**config.mk**
```make
export PLATFORM = sky130hd
export DESIGN_NAME = iopc_top
export DESIGN_NICKNAME = d
export VERILOG_FILES = /design/src/rtl/iopc_pkg.sv /design/src/rtl/iopc_checksum.sv /design/src/rtl/iopc_input_select.sv /design/src/rtl/iopc_top.sv
export SDC_FILE = /design/constraint.sdc
export NUM_CORES = 1
export LEC_CHECK = 0
export BUFFER_PORTS_ARGS = -buffer_cell sky130_fd_sc_hd__buf_2
export CORE_MARGIN = 2
export CORE_UTILIZATION = 45
export CTS_BUF_LIST = sky130_fd_sc_hd__clkbuf_2 sky130_fd_sc_hd__clkbuf_4 sky130_fd_sc_hd__clkbuf_8
export DETAILED_ROUTE_END_ITERATION = 10
export HOLD_SLACK_MARGIN = 0.06
export PLACE_DENSITY = 0.67
export RECOVER_POWER = 100
export REMOVE_ABC_BUFFERS = 1
export SKIP_CTS_REPAIR_TIMING = 1
export SYNTH_ARGS = -nofsm -noshare
export SYNTH_HDL_FRONTEND = slang
export SYNTH_SLANG_ARGS = --single-unit
```
**constraint.sdc**
```tcl
create_clock -name clk_i -period 7.6 [get_ports clk_i]
set_input_delay 1.14 -clock clk_i [delete_from_list [all_inputs] [get_ports clk_i]]
set_output_delay 1.14 -clock clk_i [all_outputs]
set_load 0.02 [all_outputs]
```
**src/rtl/iopc_pkg.sv**
```systemverilog
// Purpose: shared constants for the io port command unit
// Assumes: 100 MHz clock, APB register access
// Notes: frame layout, command codes, register offsets
package iopc_pkg;
    localparam logic [7:0] CMD_SET_OUTPUT = 8'h0E;
    localparam logic [7:0] CMD_GET_INPUT = 8'h0F;
    localparam logic [7:0] STATUS_OK = 8'h64;
    localparam logic [7:0] STATUS_BAD_CHECKSUM = 8'h01;
    localparam logic [7:0] STATUS_BAD_VALUE = 8'h04;
    localparam logic [7:0] STATUS_BAD_TYPE = 8'h03;
    localparam logic [7:0] STATUS_BAD_CMD = 8'h02;
    localparam logic [7:0] BANK_ZERO = 8'h00;
    localparam logic [7:0] BANK_ONE = 8'h01;
    localparam logic [7:0] BANK_TWO = 8'h02;
    localparam logic [7:0] PORT_ALL = 8'hFF;
    localparam logic [7:0] PORT_SUPPLY = 8'h08;
    localparam logic [7:0] PORT_TEMP_FIRST = 8'h09;
    localparam logic [7:0] PORT_TEMP_LAST = 8'h0B;
    localparam logic [7:0] PORT_ANALOG_ZERO = 8'h00;
    localparam logic [7:0] PORT_ANALOG_FOUR = 8'h04;
    localparam logic [31:0] VALUE_FROM_ACCU = 32'hFFFFFFFF;
    localparam int FRAME_BYTES = 9;
    localparam logic [1:0] PULLUP_RESET = 2'h3;
    localparam logic [7:0] OUTPUT_RESET = 8'h00;
    localparam logic [7:0] HOST_ADDR_RESET = 8'h02;
    localparam logic [7:0] MODULE_ADDR_RESET = 8'h01;
    // register byte offsets
    localparam logic [7:0] REG_CMD_LO = 8'h00;
    localparam logic [7:0] REG_CMD_HI = 8'h04;
    localparam logic [7:0] REG_CTRL = 8'h08;
    localparam logic [7:0] REG_REPLY_LO = 8'h0C;
    localparam logic [7:0] REG_REPLY_HI = 8'h10;
    localparam logic [7:0] REG_STATUS = 8'h14;
    localparam logic [7:0] REG_ACCU = 8'h18;
    localparam logic [7:0] REG_OUTPUTS = 8'h1C;
    localparam logic [7:0] REG_ADDR = 8'h20;
    // control and status bit positions
    localparam int CTRL_GO_BIT = 0;
    localparam int CTRL_STANDALONE_BIT = 1;
    localparam int STAT_BUSY_BIT = 0;
    localparam int STAT_DONE_BIT = 1;
endpackage : iopc_pkg

```
**src/rtl/iopc_checksum.sv**
```systemverilog
// Purpose: modulo 256 sum of eight frame bytes
// Assumes: bytes packed most significant first
// Notes: purely combinational
`timescale 1ns/1ps
module iopc_checksum (
    // frame body
    input wire logic [63:0] bytes_i,
    // sum
    output logic [7:0] sum_o
);
    import iopc_pkg::*;
    logic [7:0] acc;
    always_comb begin
        acc = 8'h00;
        for (int i = 0; i < FRAME_BYTES - 1; i++) begin
            acc = acc + bytes_i[i*8 +: 8];
        end
        sum_o = acc;
    end
endmodule : iopc_checksum

```
**src/rtl/iopc_input_select.sv**
```systemverilog
// Purpose: picks the value that a get-input command returns
// Assumes: analog results already converted, 12 bit
// Notes: combinational; unknown ports flag invalid
`timescale 1ns/1ps
module iopc_input_select (
    // selection
    input wire logic [7:0] port_i,
    input wire logic [7:0] bank_i,
    // sources
    input wire logic [7:0] din_i,
    input wire logic [7:0] dout_i,
    input wire logic [11:0] adc_zero_i,
    input wire logic [11:0] adc_four_i,
    input wire logic [11:0] supply_i,
    input wire logic [35:0] temp_i,
    // result
    output logic [31:0] value_o,
    output logic valid_o
);
    import iopc_pkg::*;
    logic [7:0] tidx;
    always_comb begin
        value_o = 32'h00000000;
        valid_o = 1'b1;
        tidx = port_i - PORT_TEMP_FIRST;
        if (bank_i == BANK_ZERO) begin
            if (port_i == PORT_ALL) begin
                value_o = {24'h000000, din_i};
            end else if (port_i < 8'h08) begin
                value_o = {31'h00000000, din_i[port_i[2:0]]};
            end else begin
                valid_o = 1'b0;
            end
        end else if (bank_i == BANK_ONE) begin
            if (port_i == PORT_ANALOG_ZERO) begin
                value_o = {20'h00000, adc_zero_i};
            end else if (port_i == PORT_ANALOG_FOUR) begin
                value_o = {20'h00000, adc_four_i};
            end else if (port_i == PORT_SUPPLY) begin
                value_o = {20'h00000, supply_i};
            end else if (port_i >= PORT_TEMP_FIRST && port_i <= PORT_TEMP_LAST) begin
                value_o = {20'h00000, temp_i[tidx[1:0]*12 +: 12]};
            end else begin
                valid_o = 1'b0;
            end
        end else if (bank_i == BANK_TWO) begin
            if (port_i == PORT_ALL) begin
                value_o = {24'h000000, dout_i};
            end else if (port_i < 8'h08) begin
                value_o = {31'h00000000, dout_i[port_i[2:0]]};
            end else begin
                valid_o = 1'b0;
            end
        end else begin
            valid_o = 1'b0;
        end
    end
endmodule : iopc_input_select

```
**src/rtl/iopc_top.sv**
```systemverilog
// Purpose: io port command unit: set-output and get-input over nine-byte frames
// Assumes: frames written by software over APB; analog values supplied converted
// Notes: one command at a time; reply readable when done is set
//
// Functional notes
// - set-output bank 2 drives the typed output to value 0/1, replies 100
// - bank 2 holds eight outputs, ports 0 to 7, values 0 or 1 only
// - port 255 bank 2 writes all eight outputs from value bits 7:0
// - value -1 on all-outputs write takes the pattern from the accumulator
// - port 0 bank 0 sets pull-up groups: bit0 motors 0-2, bit1 motors 3-5
// - both pull-up enables are set after reset
// - get-input reads the line chosen by type as port and bank 0/1/2
// - digital reads give 0 or 1, converter reads give 0 to 4095
// - in standalone mode get-input copies the value into the accumulator, except port 255 bank 0, which loads its low byte
// - in direct mode get-input leaves the accumulator unchanged, except port 255 bank 0, which loads its low byte
// - bank 0 returns eight digital inputs; ports 0 and 4 are analog-capable
// - port 255 bank 0 reads all inputs into accumulator low byte
// - bank 1: ports 0,4 converter, 8 supply in 0.1 V, 9-11 temperatures
// - bank 2 reads return the driven state of each output
// - get-input reply has status 100 and the value in the value field
// - reply: host addr, target addr, status, instruction, value msb first, checksum
`timescale 1ns/1ps
module iopc_top (
    // clock and reset
    input wire logic clk_i,
    input wire logic sys_rst_i,
    // apb slave
    input wire logic psel_i,
    input wire logic penable_i,
    input wire logic pwrite_i,
    input wire logic [7:0] paddr_i,
    input wire logic [31:0] pwdata_i,
    output logic [31:0] prdata_o,
    output logic pready_o,
    output logic pslverr_o,
    // io lines
    input wire logic [7:0] digital_inputs_i,
    input wire logic [11:0] analog_zero_i,
    input wire logic [11:0] analog_four_i,
    input wire logic [11:0] supply_tenths_i,
    input wire logic [35:0] temperatures_i,
    output logic [7:0] gp_outputs_o,
    output logic [1:0] pullup_enable_o
);
    import iopc_pkg::*;

    // ****************************************
    // state
    // ****************************************
    typedef enum logic [1:0] {ST_IDLE, ST_EXEC, ST_DONE} iopc_state_t;
    iopc_state_t state_q, state_d;
    logic [63:0] cmd_q, cmd_d;
    logic [71:0] reply_q, reply_d;
    logic [31:0] accu_q, accu_d;
    logic [7:0] outputs_q, outputs_d;
    logic [1:0] pullup_q, pullup_d;
    logic [7:0] host_addr_q, host_addr_d;
    logic [7:0] mod_addr_q, mod_addr_d;
    logic standalone_q, standalone_d;
    logic [7:0] cmd_csum_q, cmd_csum_d;
    logic [31:0] prdata_q, prdata_d;

    // ****************************************
    // frame fields
    // ****************************************
    logic [7:0] f_target, f_instr, f_type, f_bank, rx_sum, tx_sum;
    logic [31:0] f_value, sel_value;
    logic sel_valid;
    logic [63:0] tx_body;
    assign f_target = cmd_q[63:56];
    assign f_instr = cmd_q[55:48];
    assign f_type = cmd_q[47:40];
    assign f_bank = cmd_q[39:32];
    assign f_value = cmd_q[31:0];

    iopc_checksum u_rx_sum (
        .bytes_i(cmd_q),
        .sum_o(rx_sum)
    );

    iopc_input_select u_sel (
        .port_i(f_type),
        .bank_i(f_bank),
        .din_i(digital_inputs_i),
        .dout_i(outputs_q),
        .adc_zero_i(analog_zero_i),
        .adc_four_i(analog_four_i),
        .supply_i(supply_tenths_i),
        .temp_i(temperatures_i),
        .value_o(sel_value),
        .valid_o(sel_valid)
    );

    // ****************************************
    // apb access
    // ****************************************
    logic apb_wr, apb_rd, addr_ok;
    assign apb_wr = psel_i && penable_i && pwrite_i;
    assign apb_rd = psel_i && !penable_i && !pwrite_i;
    assign pready_o = 1'b1;
    assign addr_ok = (paddr_i <= REG_ADDR) && (paddr_i[1:0] == 2'h0);
    assign pslverr_o = psel_i && penable_i && !addr_ok;
    assign prdata_o = prdata_q;

    always_comb begin
        prdata_d = prdata_q;
        if (apb_rd) begin
            if (paddr_i == REG_CMD_LO) begin
                prdata_d = cmd_q[31:0];
            end else if (paddr_i == REG_CMD_HI) begin
                prdata_d = cmd_q[63:32];
            end else if (paddr_i == REG_CTRL) begin
                prdata_d = {30'h00000000, standalone_q, 1'b0};
            end else if (paddr_i == REG_REPLY_LO) begin
                // reply is {host, target, status, instr, value, checksum}
                prdata_d = reply_q[39:8];
            end else if (paddr_i == REG_REPLY_HI) begin
                prdata_d = reply_q[71:40];
            end else if (paddr_i == REG_STATUS) begin
                prdata_d = {16'h0000, reply_q[7:0], 6'h00,
                            state_q == ST_DONE, state_q == ST_EXEC};
            end else if (paddr_i == REG_ACCU) begin
                prdata_d = accu_q;
            end else if (paddr_i == REG_OUTPUTS) begin
                prdata_d = {22'h000000, pullup_q, outputs_q};
            end else if (paddr_i == REG_ADDR) begin
                prdata_d = {16'h0000, host_addr_q, mod_addr_q};
            end else begin
                prdata_d = 32'h00000000;
            end
        end
    end

    // ****************************************
    // command execution
    // ****************************************
    logic [7:0] out_pattern;
    logic [7:0] r_status;
    logic [31:0] r_value;
    always_comb begin
        state_d = state_q;
        cmd_d = cmd_q;
        reply_d = reply_q;
        accu_d = accu_q;
        outputs_d = outputs_q;
        pullup_d = pullup_q;
        host_addr_d = host_addr_q;
        mod_addr_d = mod_addr_q;
        standalone_d = standalone_q;
        cmd_csum_d = cmd_csum_q;
        r_status = STATUS_OK;
        r_value = 32'h00000000;
        tx_body = 64'h0;
        tx_sum = 8'h00;
        out_pattern = (f_value == VALUE_FROM_ACCU) ? accu_q[7:0] : f_value[7:0];
        if (apb_wr && state_q != ST_EXEC) begin
            if (paddr_i == REG_CMD_LO) begin
                cmd_d[31:0] = pwdata_i;
            end else if (paddr_i == REG_CMD_HI) begin
                cmd_d[63:32] = pwdata_i;
            end else if (paddr_i == REG_CTRL) begin
                standalone_d = pwdata_i[CTRL_STANDALONE_BIT];
                cmd_csum_d = pwdata_i[15:8];
                if (pwdata_i[CTRL_GO_BIT]) begin
                    state_d = ST_EXEC;
                end
            end else if (paddr_i == REG_ACCU) begin
                accu_d = pwdata_i;
            end else if (paddr_i == REG_ADDR) begin
                mod_addr_d = pwdata_i[7:0];
                host_addr_d = pwdata_i[15:8];
            end
        end
        if (state_q == ST_EXEC) begin
            if (rx_sum != cmd_csum_q) begin
                r_status = STATUS_BAD_CHECKSUM;
            end else if (f_instr == CMD_SET_OUTPUT) begin
                if (f_bank == BANK_TWO && f_type == PORT_ALL) begin
                    outputs_d = out_pattern;
                end else if (f_bank == BANK_TWO && f_type < 8'h08) begin
                    if (f_value > 32'h1) begin
                        r_status = STATUS_BAD_VALUE;
                    end else begin
                        outputs_d[f_type[2:0]] = f_value[0];
                    end
                end else if (f_bank == BANK_ZERO && f_type == 8'h00) begin
                    pullup_d = f_value[1:0];
                end else begin
                    r_status = STATUS_BAD_TYPE;
                end
            end else if (f_instr == CMD_GET_INPUT) begin
                if (sel_valid) begin
                    r_value = sel_value;
                    if (standalone_q) begin
                        accu_d = sel_value;
                    end
                    if (f_bank == BANK_ZERO && f_type == PORT_ALL) begin
                        accu_d = {accu_q[31:8], sel_value[7:0]};
                    end
                    // direct mode leaves the accumulator alone except on port 255 bank 0
                end else begin
                    r_status = STATUS_BAD_TYPE;
                end
            end else begin
                r_status = STATUS_BAD_CMD;
            end
            tx_body = {host_addr_q, f_target, r_status, f_instr, r_value};
            for (int i = 0; i < FRAME_BYTES - 1; i++) begin
                tx_sum = tx_sum + tx_body[i*8 +: 8];
            end
            reply_d = {tx_body, tx_sum};
            state_d = ST_DONE;
        end
    end

    always_ff @(posedge clk_i) begin
        if (sys_rst_i) begin
            state_q <= ST_IDLE;
            cmd_q <= 64'h0;
            reply_q <= 72'h0;
            accu_q <= 32'h00000000;
            outputs_q <= OUTPUT_RESET;
            pullup_q <= PULLUP_RESET;
            host_addr_q <= HOST_ADDR_RESET;
            mod_addr_q <= MODULE_ADDR_RESET;
            standalone_q <= 1'b0;
            cmd_csum_q <= 8'h00;
            prdata_q <= 32'h00000000;
        end else begin
            state_q <= state_d;
            cmd_q <= cmd_d;
            reply_q <= reply_d;
            accu_q <= accu_d;
            outputs_q <= outputs_d;
            pullup_q <= pullup_d;
            host_addr_q <= host_addr_d;
            mod_addr_q <= mod_addr_d;
            standalone_q <= standalone_d;
            cmd_csum_q <= cmd_csum_d;
            prdata_q <= prdata_d;
        end
    end

    assign gp_outputs_o = outputs_q;
    assign pullup_enable_o = pullup_q;
endmodule : iopc_top

```
==> reports/results.ini <==
[run_status]
outcome = finished with violations
violations = max-capacitance violations, max-slew violations

[setup_path]
crit_required_ns = 8.08
end_kind = flip-flop
startpoint = cmd_q[36]$_SDFFE_PP0P_
worst_ep_arrival_time_ns = 7.72
startpoint_type = flip-flop
critical_path_class = reg2reg
crit_path_end = reply_q[7]$_SDFFE_PP0P_
critPathMaxFanout = 4
worst_r2r_path_depth = 25
timing.rr.end = reply_q[7]$_SDFFE_PP0P_
rr_startpoint = cmd_q[36]$_SDFFE_PP0P_
r2r_slack_ns = 0.36

[synthesis]
syn_inst = 1551
synth.distinct_cells = 73
ys_seq_elements = 213
synth_async_sr_flop_share = 0
syn_area_sq_um = 12600
synth.avg_cell_area_sq_um = 8.11
yosysWarnings = 0
ys_seq_area_frac = 0.339
synth_edf_count = 0
yosys_most_used_dff = dfxtp_1

[sta]
finalWorstSetupSlack_ns = 0.364
finalCriticalPeriod_ns = 7.24
fmax_mhz = 138
hold_viol = 0
worst_pin_slew_ns = 2.56
period_share = 0.952
clock_skew_ns = 0.0249
maxSlewHeadroom = -0.705
tns_ns = 0
finalSetupViolCount = 0
slew_viol_final = 247

[die]
rows = 61
num_io_pins = 169
die_area_sq_um = 29300
fp.dieH_microns = 171
core_sq_um = 27600
initial_utilization = 0.455
dieWidth_microns = 171

[final_layout]
final_common_cell = nand2_1
nets = 1930
layout-drive-gt1-share = 0.170
final_cell_mix = 317 x nand2_1, 211 x dfxtp_1, 186 x a21oi_1
design_area_sq_um = 14800
syn2layout_area_growth_pct = 17.5
diodes = 0

[power]
power_per_cell_area_nw_per_um2 = 161
fin_total_pwr_mw = 2.38
p_leak_nw = 5.52
ir_drop_mv = 0.136

[placement]
dp_slack_ns = -0.00348
post_dp_cell_area_sq_um = 14000
gp_congestion = 0.933
hpwl_mm = 34.2
io_buffer_count = 167

[detailed_routing]
drt-pass1-iter-count = 9
drc = 0
drtIter0Drc = 1560
vias = 12900
vias_per_cell = 6.07
wl_per_cell_microns = 23.2
ant_nets = 0
drt-total-wl_mm = 49.2

[grt]
grt-busiest-layer = met2
antenna_found_initial = 1
met1_usage = 0.424
grt.overflow.total = 0
grt_pass1_vias = 12300
grt_pass1_wl_mm = 73.0
grtUsageMet2 = 0.529
grt_util_met3 = 0.0720
gr-usage-all-layers = 0.331
grt_max_degree = 58

[clock_tree]
clock-root-buffer = clkbuf_8
clock-sinks = 213
htreeDepth = 2
cts_tree = yes
worstSkewPairLatency_ns = 0.55
clockBufferDepth = 3
clkSlewWorstSetupHoldPaths_ns = 0.07
cts_made_buffers = 37

[hold_path]
hp-class = reg2reg

[job]
drv_cap = 8

cell families after synthesis:
kind of cell / share of synthesized area
AND/OR/NAND/NOR: 0.185
AO/OA/AOI/OAI: 0.227
flip-flops: 0.339
buffers and inverters: 0.0595
adder cells (fa/ha/maj): 0.119
multiplexers: 0.0464
XOR/XNOR: 0.0242
other: 0.000298
state kept, by name, summed over array words and instances (netlist names):
signal           count
standalone_q         1
host_addr_q          8
cmd_csum_q           8
prdata_o            32
pullup_enable_o      2
reply_q             48
cmd_q               64
mod_addr_q           8
state_q              2
gp_outputs_o         8
accu_q              32
critical path, cell delays in order, from the launching register on:
cell      delay, ns
dfxtp_1        0.39
fa_1           0.52
inv_1          0.05
fa_1           0.55
fa_1           0.47
fa_1           0.51
inv_1          0.05
ha_1           0.34
a21oi_2        0.20
a21boi_0       0.11
o21a_1         0.23
nor3_1         0.36
o21ai_0        0.22
clkbuf_1       0.20
a21oi_2        0.18
fa_1           0.46
fa_1           0.48
fa_1           0.44
ha_1           0.24
a21o_1         0.20
a21oi_2        0.15
o21bai_1       0.09
a21oi_2        0.15
xnor2_1        0.10
or4_1          0.41
nand3_1        0.09
metrics by stage:
stage / hold slack, ns / cells / utilization
3_3_place_gp: 0.437 / 2060 / 0.509
3_5_place_dp: 0.449 / 2060 / 0.509
5_1_grt: 0.473 / 2122 / 0.535
4_1_cts: 0.457 / 2121 / 0.536
2_1_floorplan: 0.425 / 1443 / -
6_report: 0.458 / 2122 / 0.535
per-layer routing:
layer,share of wire,wire length (microns),vias to the layer above
met5,0.00024,12,-
met4,0.052,2540,2
met3,0.11,5290,155
met2,0.44,21800,789
met1,0.40,19600,6135
li1,-,-,5809
how the worst min path moves through the flow:
stage / start / endpoint / cells past startpoint
after floorplan: reply_q[13]$_SDFFE_PP0P_ / reply_q[13]$_SDFFE_PP0P_ / 2
after global placement: accu_q[22]$_SDFFE_PP0P_ / accu_q[22]$_SDFFE_PP0P_ / 2
after detailed placement: reply_q[0]$_SDFFE_PP0P_ / reply_q[0]$_SDFFE_PP0P_ / 2
after CTS: reply_q[15]$_SDFFE_PP0P_ / reply_q[15]$_SDFFE_PP0P_ / 2
after global routing: reply_q[71]$_SDFFE_PP0P_ / reply_q[71]$_SDFFE_PP0P_ / 2
final: reply_q[0]$_SDFFE_PP0P_ / reply_q[0]$_SDFFE_PP0P_ / 2
power breakdown:
group | switching (mW) | leakage, nW | internal (mW)
clock | 0.491 | 0.406 | 0.634
combinational | 0.0840 | 3.40 | 0.0434
sequential | 0.00321 | 1.72 | 1.12
total | 0.578 | 5.52 | 1.80
layout make-up:
cell class / count / area (sq um)
Fill cell: 2717 / 12800
Sequential cell: 213 / 4270
Multi-Input combinational cell: 1144 / 7650
Timing Repair Buffer: 240 / 1310
Inverter: 86 / 323
Tap cell: 378 / 473
Clock buffer: 57 / 722
Clock inverter: 4 / 47.5
synth_stat cells (16+ instances only):
master / number / share of area
nor4_1: 18 / 0.0089
dfxtp_1: 213 / 0.34
a222oi_1: 31 / 0.025
nand3_1: 16 / 0.0064
a22oi_1: 20 / 0.012
ha_1: 22 / 0.022
xnor2_1: 21 / 0.015
nand2_1: 317 / 0.095
nor3_1: 30 / 0.012
clkbuf_1: 96 / 0.029
inv_1: 86 / 0.026
nor2_1: 83 / 0.025
mux2i_1: 46 / 0.037
fa_1: 61 / 0.097
o21ai_0: 75 / 0.030
a21oi_1: 191 / 0.076
Power figures use the tool's default switching activity.
